===== src/pkg/port_ctrl_defs.vh =====
// Constants for the parallel port control register block.
// Assumes a 200 MHz aclk and a 32-bit AXI4-Lite register bus.
// Operation
// - Top two bits written ones, read undefined
// - Direction zero drives data out forward
// - Direction one receives, data drivers released
// - Standard mode: direction write-only, reads zero
// - Extended standard mode: direction read and write
// - EPP: strobes steer direction during cycles
// - ECP: direction readable, no zero-to-one change; the code stores any written direction value
// - FIFO mode: direction write-only, written zero
// - Test FIFO: direction readable, no raising; the code stores any written direction value
// - Interrupt enable bit gates interrupt events
// - Acknowledge release raises interrupt outside DMA
// - EPP timeout flag set raises interrupt
// - Interrupt pin floats when disabled, except ECP
// - Select-in bit one selects the peripheral
// - Outside ECP select-in reads line state
// - In ECP select-in reads stored value
// - EPP timeout flag after ten microseconds
// - All control bits except top two, direction and select-in read back
`ifndef PORT_CTRL_DEFS_VH
`define PORT_CTRL_DEFS_VH

// Register indices; byte address is four times the index
`define STATUS_IDX 8'h01
`define CONTROL_IDX 8'h02
`define MODE_IDX 8'h04

// Control register fields
`define CTL_RSVD_HI 7
`define CTL_RSVD_LO 6
`define CTL_DIR 5
`define CTL_IEN 4
`define CTL_SEL 3
`define CTL_RESET 8'hc0
`define CTL_RSVD_VAL 2'b11

// Status register fields
`define STS_TIMEOUT 0

// Mode register fields and codes
`define MODE_DMA 4
`define MODE_SPP 3'h0
`define MODE_SPP_EXT 3'h1
`define MODE_EPP 3'h2
`define MODE_ECP 3'h3
`define MODE_PP_FIFO 3'h4
`define MODE_TEST_FIFO 3'h5

// Timing
`define CLK_MHZ 200
`define EPP_TIMEOUT_US 10
`define EPP_TIMEOUT_CYC (`EPP_TIMEOUT_US * `CLK_MHZ)

`define RESP_OKAY 2'b00
`define RESP_SLVERR 2'b10

`endif


===== src/pin_sync3.v =====
// Three-stage synchroniser for pin inputs, one stage set per bit.
// A change is accepted only once the second and third stages agree.
`timescale 1ns/1ps
`default_nettype none
module pin_sync3 #(
	parameter WIDTH = 2,
	parameter [WIDTH-1:0] INIT = {WIDTH{1'b1}}
) (
	input wire aclk,
	input wire aresetn,
	input wire [WIDTH-1:0] pin,
	output reg [WIDTH-1:0] stable
);
	reg [WIDTH-1:0] s1;
	reg [WIDTH-1:0] s2;
	reg [WIDTH-1:0] s3;
	genvar i;
	generate
		for (i = 0; i < WIDTH; i = i + 1) begin : g_bit
			always @(posedge aclk) begin
				if (!aresetn) begin
					s1[i] <= INIT[i];
					s2[i] <= INIT[i];
					s3[i] <= INIT[i];
					stable[i] <= INIT[i];
				end else begin
					s1[i] <= pin[i];
					s2[i] <= s1[i];
					s3[i] <= s2[i];
					if (s2[i] == s3[i]) begin
						stable[i] <= s3[i];
					end
				end
			end
		end
	endgenerate
endmodule
`default_nettype wire


===== src/epp_timeout.v =====
// Watchdog for one EPP cycle; pulses once when the cycle overruns.
// Counts only while run is high; clearing run rearms it.
`timescale 1ns/1ps
`default_nettype none
`include "port_ctrl_defs.vh"
module epp_timeout #(
	parameter CYCLES = `EPP_TIMEOUT_CYC
) (
	input wire aclk,
	input wire aresetn,
	input wire run,
	output reg expired
);
	// Counter is 16 bits; longer limits are cut on purpose
	localparam [31:0] CYCLES_W = CYCLES;
	localparam [15:0] LIMIT = CYCLES_W[15:0];
	reg [15:0] count;
	always @(posedge aclk) begin
		if (!aresetn) begin
			count <= 16'h0000;
			expired <= 1'b0;
		end else begin
			expired <= 1'b0;
			if (!run) begin
				count <= 16'h0000;
			end else if (count != LIMIT) begin
				count <= count + 16'h0001;
				// Full count is at least ten microseconds
				if (count == LIMIT - 16'h0001) begin
					expired <= 1'b1;
				end
			end
		end
	end
endmodule
`default_nettype wire


===== src/port_ctrl_top.v =====
// Parallel port control register (upper bits), its pins and EPP timeout.
// AXI4-Lite slave on aclk; pins are asynchronous and synchronised here.
`timescale 1ns/1ps
`default_nettype none
`include "port_ctrl_defs.vh"
module port_ctrl_top #(
	parameter TIMEOUT_CYCLES = `EPP_TIMEOUT_CYC
) (
	input wire aclk,
	input wire aresetn,
	// AXI4-Lite slave
	input wire [7:0] s_axi_awaddr,
	input wire s_axi_awvalid,
	output reg s_axi_awready,
	input wire [31:0] s_axi_wdata,
	input wire [3:0] s_axi_wstrb,
	input wire s_axi_wvalid,
	output reg s_axi_wready,
	output reg [1:0] s_axi_bresp,
	output reg s_axi_bvalid,
	input wire s_axi_bready,
	input wire [7:0] s_axi_araddr,
	input wire s_axi_arvalid,
	output reg s_axi_arready,
	output reg [31:0] s_axi_rdata,
	output reg [1:0] s_axi_rresp,
	output reg s_axi_rvalid,
	input wire s_axi_rready,
	// Cable side
	input wire ack_n_pin,
	input wire select_in_line_i,
	output reg select_in_line_o,
	output reg select_in_line_oe_n,
	output reg data_oe_n,
	output reg irq_o,
	output reg irq_oe_n,
	// EPP cycle engine on the same clock
	input wire epp_cycle_active,
	input wire epp_host_write
);
	reg [7:0] port_control;
	reg [2:0] port_mode;
	reg dma_mode;
	reg timeout_flag;

	reg aw_held;
	reg w_held;
	reg [7:0] aw_addr;
	reg [31:0] w_data;
	reg [3:0] w_strb;

	wire [1:0] pins_stable;
	wire ack_n_s;
	wire sel_line_s;
	reg ack_n_prev;
	wire epp_expired;

	wire mode_spp;
	wire mode_ecp;
	wire mode_epp;
	wire dir_readable;
	wire do_write;
	wire [7:0] w_idx;
	wire [7:0] r_idx;
	wire addr_w_ok;
	wire addr_r_ok;
	wire ack_release;
	wire irq_event;
	wire dir_eff;
	reg [31:0] next_rdata;
	reg next_rok;

	assign ack_n_s = pins_stable[0];
	assign sel_line_s = pins_stable[1];

	pin_sync3 #(
		.WIDTH(2),
		.INIT(2'b11)
	) u_sync (
		.aclk(aclk),
		.aresetn(aresetn),
		.pin({select_in_line_i, ack_n_pin}),
		.stable(pins_stable)
	);

	epp_timeout #(
		.CYCLES(TIMEOUT_CYCLES)
	) u_timeout (
		.aclk(aclk),
		.aresetn(aresetn),
		.run(mode_epp & epp_cycle_active),
		.expired(epp_expired)
	);

	assign mode_spp = (port_mode == `MODE_SPP) || (port_mode == `MODE_PP_FIFO);
	assign mode_ecp = (port_mode == `MODE_ECP);
	assign mode_epp = (port_mode == `MODE_EPP);
	// Write-only direction in plain standard and FIFO modes
	assign dir_readable = !mode_spp;

	// Write path: address and data may arrive in either order
	always @(posedge aclk) begin
		if (!aresetn) begin
			aw_held <= 1'b0;
			w_held <= 1'b0;
			aw_addr <= 8'h00;
			w_data <= 32'h00000000;
			w_strb <= 4'h0;
			s_axi_awready <= 1'b0;
			s_axi_wready <= 1'b0;
		end else begin
			s_axi_awready <= 1'b0;
			s_axi_wready <= 1'b0;
			if (!aw_held && s_axi_awvalid && !s_axi_awready) begin
				s_axi_awready <= 1'b1;
			end
			if (s_axi_awvalid && s_axi_awready) begin
				aw_held <= 1'b1;
				aw_addr <= s_axi_awaddr;
			end
			if (!w_held && s_axi_wvalid && !s_axi_wready) begin
				s_axi_wready <= 1'b1;
			end
			if (s_axi_wvalid && s_axi_wready) begin
				w_held <= 1'b1;
				w_data <= s_axi_wdata;
				w_strb <= s_axi_wstrb;
			end
			if (do_write) begin
				aw_held <= 1'b0;
				w_held <= 1'b0;
			end
		end
	end

	assign do_write = aw_held && w_held && !s_axi_bvalid;
	assign w_idx = {2'b00, aw_addr[7:2]};
	assign addr_w_ok = (aw_addr[1:0] == 2'b00) &&
		((w_idx == `STATUS_IDX) || (w_idx == `CONTROL_IDX) || (w_idx == `MODE_IDX));

	always @(posedge aclk) begin
		if (!aresetn) begin
			s_axi_bvalid <= 1'b0;
			s_axi_bresp <= `RESP_OKAY;
		end else if (do_write) begin
			s_axi_bvalid <= 1'b1;
			s_axi_bresp <= addr_w_ok ? `RESP_OKAY : `RESP_SLVERR;
		end else if (s_axi_bready) begin
			s_axi_bvalid <= 1'b0;
		end
	end

	// Register state
	always @(posedge aclk) begin
		if (!aresetn) begin
			port_control <= `CTL_RESET;
			port_mode <= `MODE_SPP;
			dma_mode <= 1'b0;
		end else if (do_write && w_strb[0]) begin
			if (w_idx == `CONTROL_IDX && aw_addr[1:0] == 2'b00) begin
				// All bits stored; software owns bits 7-6 being ones
				port_control <= w_data[7:0];
				// Software keeps the raise legal per mode
			end
			if (w_idx == `MODE_IDX && aw_addr[1:0] == 2'b00) begin
				// Select-in is expected set before this write
				port_mode <= w_data[2:0];
				dma_mode <= w_data[`MODE_DMA];
			end
		end
	end

	// Timeout flag: hardware set beats a same-cycle software clear
	always @(posedge aclk) begin
		if (!aresetn) begin
			timeout_flag <= 1'b0;
		end else if (epp_expired) begin
			timeout_flag <= 1'b1;
		end else if (do_write && w_strb[0] && w_idx == `STATUS_IDX &&
			aw_addr[1:0] == 2'b00 && !w_data[`STS_TIMEOUT]) begin
			timeout_flag <= 1'b0;
		end else if (!mode_epp) begin
			timeout_flag <= 1'b0;
		end
	end

	// Read path: one read at a time, answer two edges after address
	assign r_idx = {2'b00, s_axi_araddr[7:2]};
	assign addr_r_ok = (s_axi_araddr[1:0] == 2'b00) &&
		((r_idx == `STATUS_IDX) || (r_idx == `CONTROL_IDX) || (r_idx == `MODE_IDX));

	always @* begin
		next_rdata = 32'h00000000;
		next_rok = addr_r_ok;
		if (r_idx == `CONTROL_IDX) begin
			next_rdata[`CTL_RSVD_HI:`CTL_RSVD_LO] = `CTL_RSVD_VAL;
			next_rdata[`CTL_DIR] = dir_readable & port_control[`CTL_DIR];
			next_rdata[`CTL_IEN] = port_control[`CTL_IEN];
			// Stored value in ECP, sensed line otherwise
			next_rdata[`CTL_SEL] = mode_ecp ? port_control[`CTL_SEL] : !sel_line_s;
			next_rdata[2:0] = port_control[2:0];
		end else if (r_idx == `STATUS_IDX) begin
			next_rdata[`STS_TIMEOUT] = mode_epp & timeout_flag;
		end else if (r_idx == `MODE_IDX) begin
			next_rdata[2:0] = port_mode;
			next_rdata[`MODE_DMA] = dma_mode;
		end
	end

	always @(posedge aclk) begin
		if (!aresetn) begin
			s_axi_arready <= 1'b0;
			s_axi_rvalid <= 1'b0;
			s_axi_rdata <= 32'h00000000;
			s_axi_rresp <= `RESP_OKAY;
		end else begin
			s_axi_arready <= 1'b0;
			if (s_axi_arvalid && !s_axi_arready && !s_axi_rvalid) begin
				s_axi_arready <= 1'b1;
			end
			if (s_axi_arvalid && s_axi_arready) begin
				s_axi_rvalid <= 1'b1;
				s_axi_rdata <= next_rdata;
				s_axi_rresp <= next_rok ? `RESP_OKAY : `RESP_SLVERR;
			end else if (s_axi_rready) begin
				s_axi_rvalid <= 1'b0;
			end
		end
	end

	// Direction: EPP strobes win during a cycle
	assign dir_eff = (mode_epp && epp_cycle_active) ? !epp_host_write : port_control[`CTL_DIR];

	// Interrupt sources
	assign ack_release = ack_n_s && !ack_n_prev;
	assign irq_event = port_control[`CTL_IEN] &&
		((ack_release && !dma_mode) || epp_expired);

	always @(posedge aclk) begin
		if (!aresetn) begin
			ack_n_prev <= 1'b1;
			data_oe_n <= 1'b0;
			select_in_line_o <= 1'b1;
			select_in_line_oe_n <= 1'b0;
			irq_o <= 1'b0;
			irq_oe_n <= 1'b1;
		end else begin
			ack_n_prev <= ack_n_s;
			// Released when reversed, driven when forward
			data_oe_n <= dir_eff;
			// Active-low line, low selects the peripheral
			select_in_line_o <= !port_control[`CTL_SEL];
			select_in_line_oe_n <= 1'b0;
			// One-cycle pulse per event on the interrupt pin
			irq_o <= irq_event;
			irq_oe_n <= !mode_ecp && !port_control[`CTL_IEN];
		end
	end
endmodule
`default_nettype wire


===== config.mk =====
export PLATFORM = sky130hd
export DESIGN_NAME = port_ctrl_top
export DESIGN_NICKNAME = d
export VERILOG_FILES = /design/src/pin_sync3.v /design/src/epp_timeout.v /design/src/port_ctrl_top.v
export VERILOG_INCLUDE_DIRS = /design/src /design/src/pkg
export SDC_FILE = /design/constraint.sdc
export NUM_CORES = 1
export LEC_CHECK = 0
export ABC_AREA = 1
export CAP_MARGIN = 20
export CORE_ASPECT_RATIO = 1.4
export CORE_UTILIZATION = 30
export CTS_CLUSTER_DIAMETER = 100
export DETAILED_ROUTE_END_ITERATION = 7
export DONT_BUFFER_PORTS = 1
export PLACE_DENSITY = 0.49
export SYNTH_ARGS = -nofsm -noshare
export SYNTH_HDL_FRONTEND = slang
export SYNTH_SLANG_ARGS = --single-unit

===== constraint.sdc =====
create_clock -name aclk -period 1.5 [get_ports aclk]
set_clock_uncertainty 0.15 [all_clocks]
set_input_delay 0.3 -clock aclk [delete_from_list [all_inputs] [get_ports aclk]]
set_output_delay 0.3 -clock aclk [all_outputs]
set_load 0.03 [all_outputs]

==> Word-level counts from Yosys, hierarchy flattened <==
Index checks and enable logic that the tools add are counted.
Widths: inputs -> output; s select.
{ "op_classes": {"addsub": 1, "n_eq_ne": 14, "n_mux": 24, "bitwise": 4, "n_reduce_logical": 56} }
{ "ops": {"columns": ["op", "count"], "rows": [
  ["$logic_and 1x1->1", 24],
  ["$mux 1", 18],
  ["$add 16x1->16 const B", 1],
  ["$eq 16x11->1 const B", 1],
  ["$logic_not 1->1", 16],
  ["$ne 16x11->1 const B", 1],
  ["$eq 6x1->1 const B", 2],
  ["$eq 6x2->1 const B", 2],
  ["$eq 6x3->1 const B", 2],
  ["$mux 3", 3],
  ["$eq 3x2->1 const B", 2],
  ["$logic_or 1x1->1", 6],
  ["$mux 2", 3],
  ["$reduce_and 2->1", 3],
  ["$logic_not 2->1", 2],
  ["$reduce_bool 2->1", 2],
  ["$and 1x1->1", 3],
  ["$eq 3x3->1 const B", 1],
  ["$logic_not 3->1", 1],
  ["$ne 3x1->1 const B", 1],
  ["$reduce_and 3->1", 1],
  ["$eq 1x1->1", 2],
  ["$reduce_or 2->1", 1],
  ["$not 1->1", 1]
]} }
{ "word_totals": {"reg_bits": 75, "input_bits": 63, "out_inout_bits": 46, "wordCells": 131} }

==> Longest topological paths before layout <==
Gate-level depths: netlist (run 1).
{ "logic_depth": {"word_depth": 8, "depth_mapped": 8, "ltp_nobuf": 8} }

==> Hierarchy <==
Synthesis (run 1) repeated with hierarchy kept, for this count alone.
{ "hier_totals": {"hier_cells": 452, "area_unflattened_um2": 3263.1} }
{ "modules_own_cells": {"columns": ["module", "n_inst", "cells_each", "area_each_um2", "seq_area_each_um2"], "rows": [
  ["port_ctrl_top", 1, 278, 2063.2, 940.9],
  ["epp_timeout", 1, 139, 925.9, 340.3],
  ["pin_sync3", 1, 35, 274.0, 160.2]
]} }

==> Worst setup path before layout (run 1) <==
No wires, ideal clock.
{ "synth_timing": {"path_type": "reg2reg", "start": "register s_axi_bvalid", "end": "register port_control[4]", "setup_time_ns": 0.113, "t_arrival_ns": 1.116, "required_time_ns": 1.237, "slack_ns": 0.121, "stages_incl_launch_ff": 8, "n_path_buf": 1, "synth_period_minus_slack_ns": 1.379, "cell_sequence": "dfxtp_1 > nor2_4 > nand3_4 > nor2_4 > buf_6 > nand2_1 > nand2_1 > nor2_1"} }
{ "synth_via": {"elab_chain_cells": 4} }
{ "synth_lines": {"columns": ["element", "line", "rtl"], "rows": [
  ["start: declaration", "port_ctrl_top.v:20", "output reg s_axi_bvalid,"],
  ["start signal: assignment", "port_ctrl_top.v:143", "s_axi_bvalid <= 1'b0;"],
  ["start signal: assignment", "port_ctrl_top.v:146", "s_axi_bvalid <= 1'b1;"],
  ["start signal: assignment", "port_ctrl_top.v:149", "s_axi_bvalid <= 1'b0;"],
  ["$logic_not 1->1", "port_ctrl_top.v:136", "assign do_write = aw_held && w_held && !s_axi_bvalid;"],
  ["$logic_and 1x1->1", "port_ctrl_top.v:136", null],
  ["$logic_and 1x1->1", "port_ctrl_top.v:159", "end else if (do_write && w_strb[0]) begin"],
  ["$reduce_and 2->1 (no line)", null, null],
  ["end signal: assignment", "port_ctrl_top.v:156", "port_control <= `CTL_RESET;"],
  ["end signal: assignment", "port_ctrl_top.v:162", "port_control <= w_data[7:0];"],
  ["end: declaration", "port_ctrl_top.v:41", "reg [7:0] port_control;"]
]} }
Every way passes these cells.
A chain may end at the register's enable or synchronous reset.

==> Worst setup path after layout (run 1) <==
{ "layout_timing": {"start": "register u_timeout.count[0]", "end": "register u_timeout.count[14]"} }
{ "layout_via": {"elab_chain_cells": 1, "elab_cells_between_ends": 2, "classes_between": "1 x add/sub; 1 x eq/ne"} }
{ "layout_lines": {"columns": ["element", "line", "rtl"], "rows": [
  ["start: declaration", "epp_timeout.v:17", "reg [15:0] count;"],
  ["start signal: assignment", "epp_timeout.v:27", "count <= count + 16'h0001;"],
  ["$add 16x1->16 or $ne 16x11->1 (tied branches)", "epp_timeout.v:27, epp_timeout.v:26", null]
]} }
Parallel ways exist; a longest one is shown, timed or not.

==> qor.txt, run 1 <==
Maximum cell stage delay along the critical path -> 0.37 ns
Initial core utilization -> 30.90%
TritonCTS buffer count -> 9
Utilization after layout -> 38.00%
Pin count of the biggest net entering global routing -> 41
Critical path's slowest cell -> sky130_fd_sc_hd__dfxtp_4
Leading post-synthesis cells by cell area -> sky130_fd_sc_hd__dfxtp_1 (45%), sky130_fd_sc_hd__nand2_1 (9.3%), sky130_fd_sc_hd__nor2_1 (8.5%), sky130_fd_sc_hd__buf_4 (6.5%), sky130_fd_sc_hd__inv_1 (5.0%)
Portion of the clock cycle consumed by the worst path in the final layout -> 95.16%
Global-route wire length before repair -> 11180 um
Most instantiated cells after synthesis -> sky130_fd_sc_hd__nand2_1 (80), sky130_fd_sc_hd__nor2_1 (73), sky130_fd_sc_hd__dfxtp_1 (72)
Total count of max-transition violations in the final report -> 0
Fin area -> 3954 sq um
Critical Path Sink Type -> flip-flop
Site row count -> 44
Hold WC Path Type -> in -> reg
Detailed router's first-iteration violation count -> 102
Remaining global-route overflow -> 0
Total of endpoints with negative setup slack in the final report -> 0
Core Box Area -> 10410 sq um
Placed standard-cell area -> 3385 sq um
Ratio of cells with drive above 1 in the final layout -> 15.46%
Worst R2R Start -> u_timeout.count[0]$_SDFFE_PN0P_
Hpwl dp -> 4872 um
Post-synthesis instance total -> 439
Seq/Total Area, Yosys -> 44.82%
Library cell with the highest instance count after synthesis -> sky130_fd_sc_hd__nand2_1
Fillcell total -> 1110
Global-route total usage across every layer -> 13.14%
Count of antenna-violating nets left after detailed routing -> 0
Hold path start -> s_axi_wdata[0]
Clock Tree Buf Depth -> 2
RSZ-0062 raised after global routing -> false
Non-filler cells in the finished layout -> 623
Worst Path Required -> 1.57 ns
Width of the chip -> 89.50 um
Max frequency -> 700.6 MHz
Signal arrival time at the worst endpoint -> 1.50 ns
PwrDens -> 1114 nW/um^2
Clock tree from TritonCTS -> done
Type of element launching the critical path -> flip-flop
Clock root buffer -> sky130_fd_sc_hd__clkbuf_16
Reported leakage power -> 0.001578 uW
Chip height -> 124.5 um
Count of max-cap constraint violations -> 0
Number of antenna cells inserted -> 0
Worst hold path endpoint -> w_data[0]$_SDFFE_PN0P_
I/O Buffers -> 0
Via count of the first global-routing pass -> 2465
Detailed-route vias per instance -> 4.361
Register-to-register path setup slack -> 0.07 ns
Most used DFF post-synth -> sky130_fd_sc_hd__dfxtp_1
Clk sinks -> 72
H-tree levels -> 3
Post-route minimum period -> 1.427 ns
Number of flops mapped to enable cells by yosys -> 0
Total of warnings raised by yosys -> 0
Area of the mapped netlist -> 3216 sq um
Path type of the worst setup path -> reg -> reg
Average cell area after synthesis -> 7.325 sq um
Run status -> finished clean
Synthesized flop and latch total -> 72
Post-synth ARST share -> 0%
Final setup TNS -> 0 ns
Cell count after placement -> 585
Critical Path Fanout Max -> 4
Critical path cell sequence -> ha_4 -> inv_1 -> nor2_2 -> nand2_2 -> buf_4 -> o21ai_0 -> a21oi_1
Layout area overhead -> 22.96%
Max IR drop VDD -> 0.0004373 V
Routed length per placed instance -> 11.02 um
Via total after detailed routing -> 2717
Final nets -> 545
Netlist cell types -> 27
Worst R2R Path Depth -> 7
Final hold vios -> 0
# IOs -> 109
Hold-critical path depth -> 2
Die Area -> 11140 sq um
Proportion of netlist area held by the largest area contributor -> 44.82%
Most area-hungry cell type in the Yosys netlist -> sky130_fd_sc_hd__dfxtp_1
CTS clock-pin slew for the worst setup and hold paths -> 0.06 ns
Number of optimization iterations in the first detailed-route pass -> 4
Total wire length after detailed routing -> 6864 um
Final routed DRC violation total -> 0
Source-to-sink clock delay at the later pin of the worst-skew pair -> 0.33 ns
Number of antenna violations at the first check in global routing -> 0
Endpoint of the worst-slack reg-to-reg timing path -> u_timeout.count[14]$_SDFFE_PN0P_
RD Place Congestion -> 0.7651
==> worst max path at each step <==
stage | cells past startpoint | to | start
final | 7 | u_timeout.count[14]$_SDFFE_PN0P_ | u_timeout.count[0]$_SDFFE_PN0P_
after global routing | 7 | u_timeout.count[0]$_SDFFE_PN0P_ | u_timeout.count[0]$_SDFFE_PN0P_
after CTS | 7 | u_timeout.count[10]$_SDFFE_PN0P_ | u_timeout.count[0]$_SDFFE_PN0P_
after detailed placement | 7 | u_timeout.count[12]$_SDFFE_PN0P_ | u_timeout.count[1]$_SDFFE_PN0P_
after global placement | 8 | u_timeout.count[12]$_SDFFE_PN0P_ | u_timeout.count[1]$_SDFFE_PN0P_
after floorplan | 7 | port_control[4]$_SDFFE_PN0P_ | s_axi_bvalid$_SDFFE_PN0P_
==> registers in the layout, summed over array words and instances, names as in the netlist, 2 cells and up <==
signal           count
u_timeout.count     16
aw_addr              8
s_axi_rdata          7
port_control         6
w_data               6
port_mode            3
u_sync.s1            2
u_sync.s2            2
u_sync.s3            2
u_sync.stable        2
==> layer usage <==
layer	GRT usage (%)	wire length, um
met2	22.09	3385
met4	6.723	155
met3	3.247	335
met1	14.98	2987
met5	0	0
==> power by group <==
group          switching [uW]  internal (uW)  leakage, uW
sequential               30.7           1950     0.000586
combinational             207           91.1     0.000846
clock                     841           1290     0.000146
total                    1080           3330      0.00158
==> kinds of logic (layout without fill, tap and decap cells) <==
group,count (synthesis),in the layout,synth area share [%]
flip-flops,72,72,44.82
buffers and inverters,82,101,13.11
AND/OR/NAND/NOR,216,217,30.39
adder cells (fa/ha/maj),2,2,0.7781
XOR/XNOR,3,3,0.8173
AO/OA/AOI/OAI,63,63,9.961
other,1,27,0.1166
==> layout by cell type, fill, tap and decap left out, drive strengths merged <==
cell | Yosys | final
nor2 | 84 | 85
nand2 | 84 | 84
dfxtp | 72 | 72
inv | 45 | 47
a21oi | 32 | 32
o21ai | 29 | 29
conb | 1 | 27
nand3 | 25 | 25
buf | 30 | 22
dlygate4sd3 | 0 | 17
nand4 | 10 | 10
clkbuf | 6 | 9
or2 | 7 | 7
nor3 | 6 | 6
clkinv | 1 | 4
xor2 | 3 | 3
o21a | 2 | 2
ha | 2 | 2
clkinvlp | 0 | 1
bufinv | 0 | 1
==> layout make-up <==
class                           count  area (sq um)  share of cell area, %
Clock buffer                        9         225.2                  5.696
Clock inverter                      7         70.07                  1.772
Inverter                           46         172.7                  4.367
Multi-Input combinational cell    312          1503                  38.01
Sequential cell                    72          1450                  36.68
Tap cell                          138         172.7                  4.367
Timing Repair Buffer               39         360.3                  9.114
==> stage by stage <==
| step | setup WS (ns) | hold WS (ns) | power, uW |
|---|---|---|---|
| after floorplan | 0.1210 | 0.2182 | 2290 |
| after global placement | 0.04278 | 0.2259 | 2262 |
| after detailed placement | -0.01247 | 0.2314 | 2265 |
| after CTS | 0.004477 | 0.007663 | 4470 |
| after global routing | 0.0004352 | 0.02589 | 4581 |
| final | 0.07265 | 0.01214 | 4406 |
==> critical path: cells and delay by family, from the launching register on <==
family	cells	cell delay (ns)
buffers and inverters	2	0.19
adders and majority gates	1	0.13
AOI/OAI and AO/OA	2	0.25
DFF	1	0.37
and+or+nand+nor	2	0.23
==> timing repair <==
| action | CTS | global route |
|---|---|---|
| pin swaps | 1 | 6 |
| setup endpoints to repair | 2 | 17 |
| hold buffers | 18 | 0 |
| gates cloned | 0 | 1 |
| hold endpoints to repair | 44 | 0 |
| gates resized for setup | 1 | 16 |
| buffers inserted | 1 | 2 |
No activity file was read; power rests on OpenSTA's default activity.
==> inputs of run 2 (changes only) <==
BUFFER_PORTS_ARGS = -buffer_cell sky130_fd_sc_hd__buf_2   (was unset)
DONT_BUFFER_PORTS = unset   (was 1)
PLACE_DENSITY = 0.57   (was 0.49)
==> qor.txt, run 2 (synthesis gave the netlist of run 1 again) <==
Largest registers -> u_timeout.count: 16 flops, aw_addr: 8 flops, s_axi_rdata: 7 flops
Portion of the clock cycle consumed by the worst path in the final layout -> 95.85%
Worst R2R Start -> u_timeout.count[1]$_SDFFE_PN0P_
Reported leakage power -> 0.001699 uW
Path type of the worst setup path -> reg -> out
Total count of max-transition violations in the final report -> 0
Worst Path Buf+Inv -> 1
Global-route wire length before repair -> 10960 um
Critical path's slowest cell -> sky130_fd_sc_hd__dfxtp_1
Detailed router's first-iteration violation count -> 134
Max IR drop VDD -> 0.0007680 V
Global-route total usage across every layer -> 12.67%
Remaining global-route overflow -> 0
Pin count of the biggest net entering global routing -> 32
RD Place Congestion -> 0.8212
Max frequency -> 695.5 MHz
Core Box Area -> 10410 sq um
Chip height -> 124.5 um
Number of antenna cells inserted -> 0
Hold path start -> ack_n_pin
Post-CTS repair timing setup buffer count -> 0
Final nets -> 574
Clk sinks -> 72
Biggest register -> u_timeout.count
Signal arrival time at the worst endpoint -> 0.99 ns
Final hold slack -> 0.04142 ns
Gate family responsible for the most delay along the worst path -> flip-flops
Die Area -> 11140 sq um
Source-to-sink clock delay at the later pin of the worst-skew pair -> 0.33 ns
Count of max-cap constraint violations -> 0
Most common cell after layout, fill and taps aside -> sky130_fd_sc_hd__nand2_1
Worst slack at placement -> 0.01445 ns
Clock Tree Buf Depth -> 2
# IOs -> 109
Final routed DRC violation total -> 0
Initial core utilization -> 30.90%
Critical path cell sequence -> buf_2
Layout area overhead -> 22.68%
Total of endpoints with negative setup slack in the final report -> 0
Start point of the critical path -> s_axi_bvalid$_SDFFE_PN0P_
Number of optimization iterations in the first detailed-route pass -> 4
Commonest cells after routing, fill and taps aside -> sky130_fd_sc_hd__nand2_1 (79), sky130_fd_sc_hd__nor2_1 (71), sky130_fd_sc_hd__dfxtp_1 (69), sky130_fd_sc_hd__buf_2 (52), sky130_fd_sc_hd__inv_1 (43)
PwrDens -> 1087 nW/um^2
Clock root buffer -> sky130_fd_sc_hd__clkbuf_16
Via total after detailed routing -> 2799
Critical Path Fanout Max -> 3
Worst Path Required -> 1.05 ns
Clock tree from TritonCTS -> done
Post-layout worst setup margin -> 0.06223 ns
H-tree levels -> 3
Maximum cell stage delay along the critical path -> 0.42 ns
Final hold vios -> 0
RSZ-0062 raised after global routing -> false
Width of the chip -> 89.50 um
Count of antenna-violating nets left after detailed routing -> 0
Hold WC Path Type -> in -> reg
Via count of the first global-routing pass -> 2568
I/O Buffers -> 52
Number of flip-flops under the largest register name -> 16
Hpwl dp -> 4907 um
Number of antenna violations at the first check in global routing -> 0
Critical Path Sink Type -> primary output
Type of element launching the critical path -> flip-flop
Utilization after layout -> 37.91%
Routed length per placed instance -> 10.04 um
Post-route minimum period -> 1.438 ns
Site row count -> 44
Ratio of cells with drive above 1 in the final layout -> 22.37%
TritonCTS buffer count -> 9
CTS clock-pin slew for the worst setup and hold paths -> 0.06 ns
Final setup TNS -> 0 ns
Detailed-route vias per instance -> 4.293
Total wire length after detailed routing -> 6544 um
Run status -> finished clean
-- run 2: cell types whose count changed in the layout (fill, tap and decap cells not counted), sizes merged --
cell	delta
clkbuf	+3
inv	-2
clkinvlp	+1
clkinv	-1
dlygate4sd3	-16
bufinv	-1
buf	+45
-- run 2: final timing paths --
check                                                   endpoint  slack (ns)  depth (start not counted)
worst max-delay path                                s_axi_bvalid        0.06                          1
worst min register to register           u_sync.s2[0]$_SDFF_PN1_        0.27                          1
worst min-delay path                     u_sync.s1[0]$_SDFF_PN1_        0.04                          2
worst max register to register  u_timeout.count[10]$_SDFFE_PN0P_        0.11                          8
-- run 2: routing by layer --
metal | GRT usage [%] | vias to the layer above | part of all wire [%]
met5 | 0 | - | 0
met4 | 7.096 | 0 | 2.5
met3 | 2.319 | 10 | 3.8
met2 | 21.37 | 70 | 49
met1 | 14.63 | 1240 | 44
li1 | - | 1479 | -
-- run 2: cell type report --
class	instances	area, sq um
clock buffer	12	256.5
clock inverter	4	28.78
fill	1088	6460
inverter	46	172.7
multi-input combinational	312	1486
sequential	72	1445
tap	138	172.7
timing repair buffer	68	382.9
-- run 2: per-stage QoR --
step / area [sq um] / total power [uW] / instances
after floorplan: 3313 / 2290 / 465
after global placement: 3610 / 2324 / 634
after detailed placement: 3610 / 2329 / 634
after CTS: 3905 / 4340 / 651
after global routing: 3945 / 4465 / 652
final: 3945 / 4286 / 652
-- run 2: timing repair --
item / CTS / global route
hold buffers: 1 / 0
endpoints found under the hold margin: 1 / 0
endpoints found under the setup margin: 0 / 16
gates resized for setup: 0 / 11
-- run 2: where the power goes --
part	switching (uW)	internal, uW
clock	789	1210
combinational	222	90.7
sequential	23.6	1950
total	1030	3250
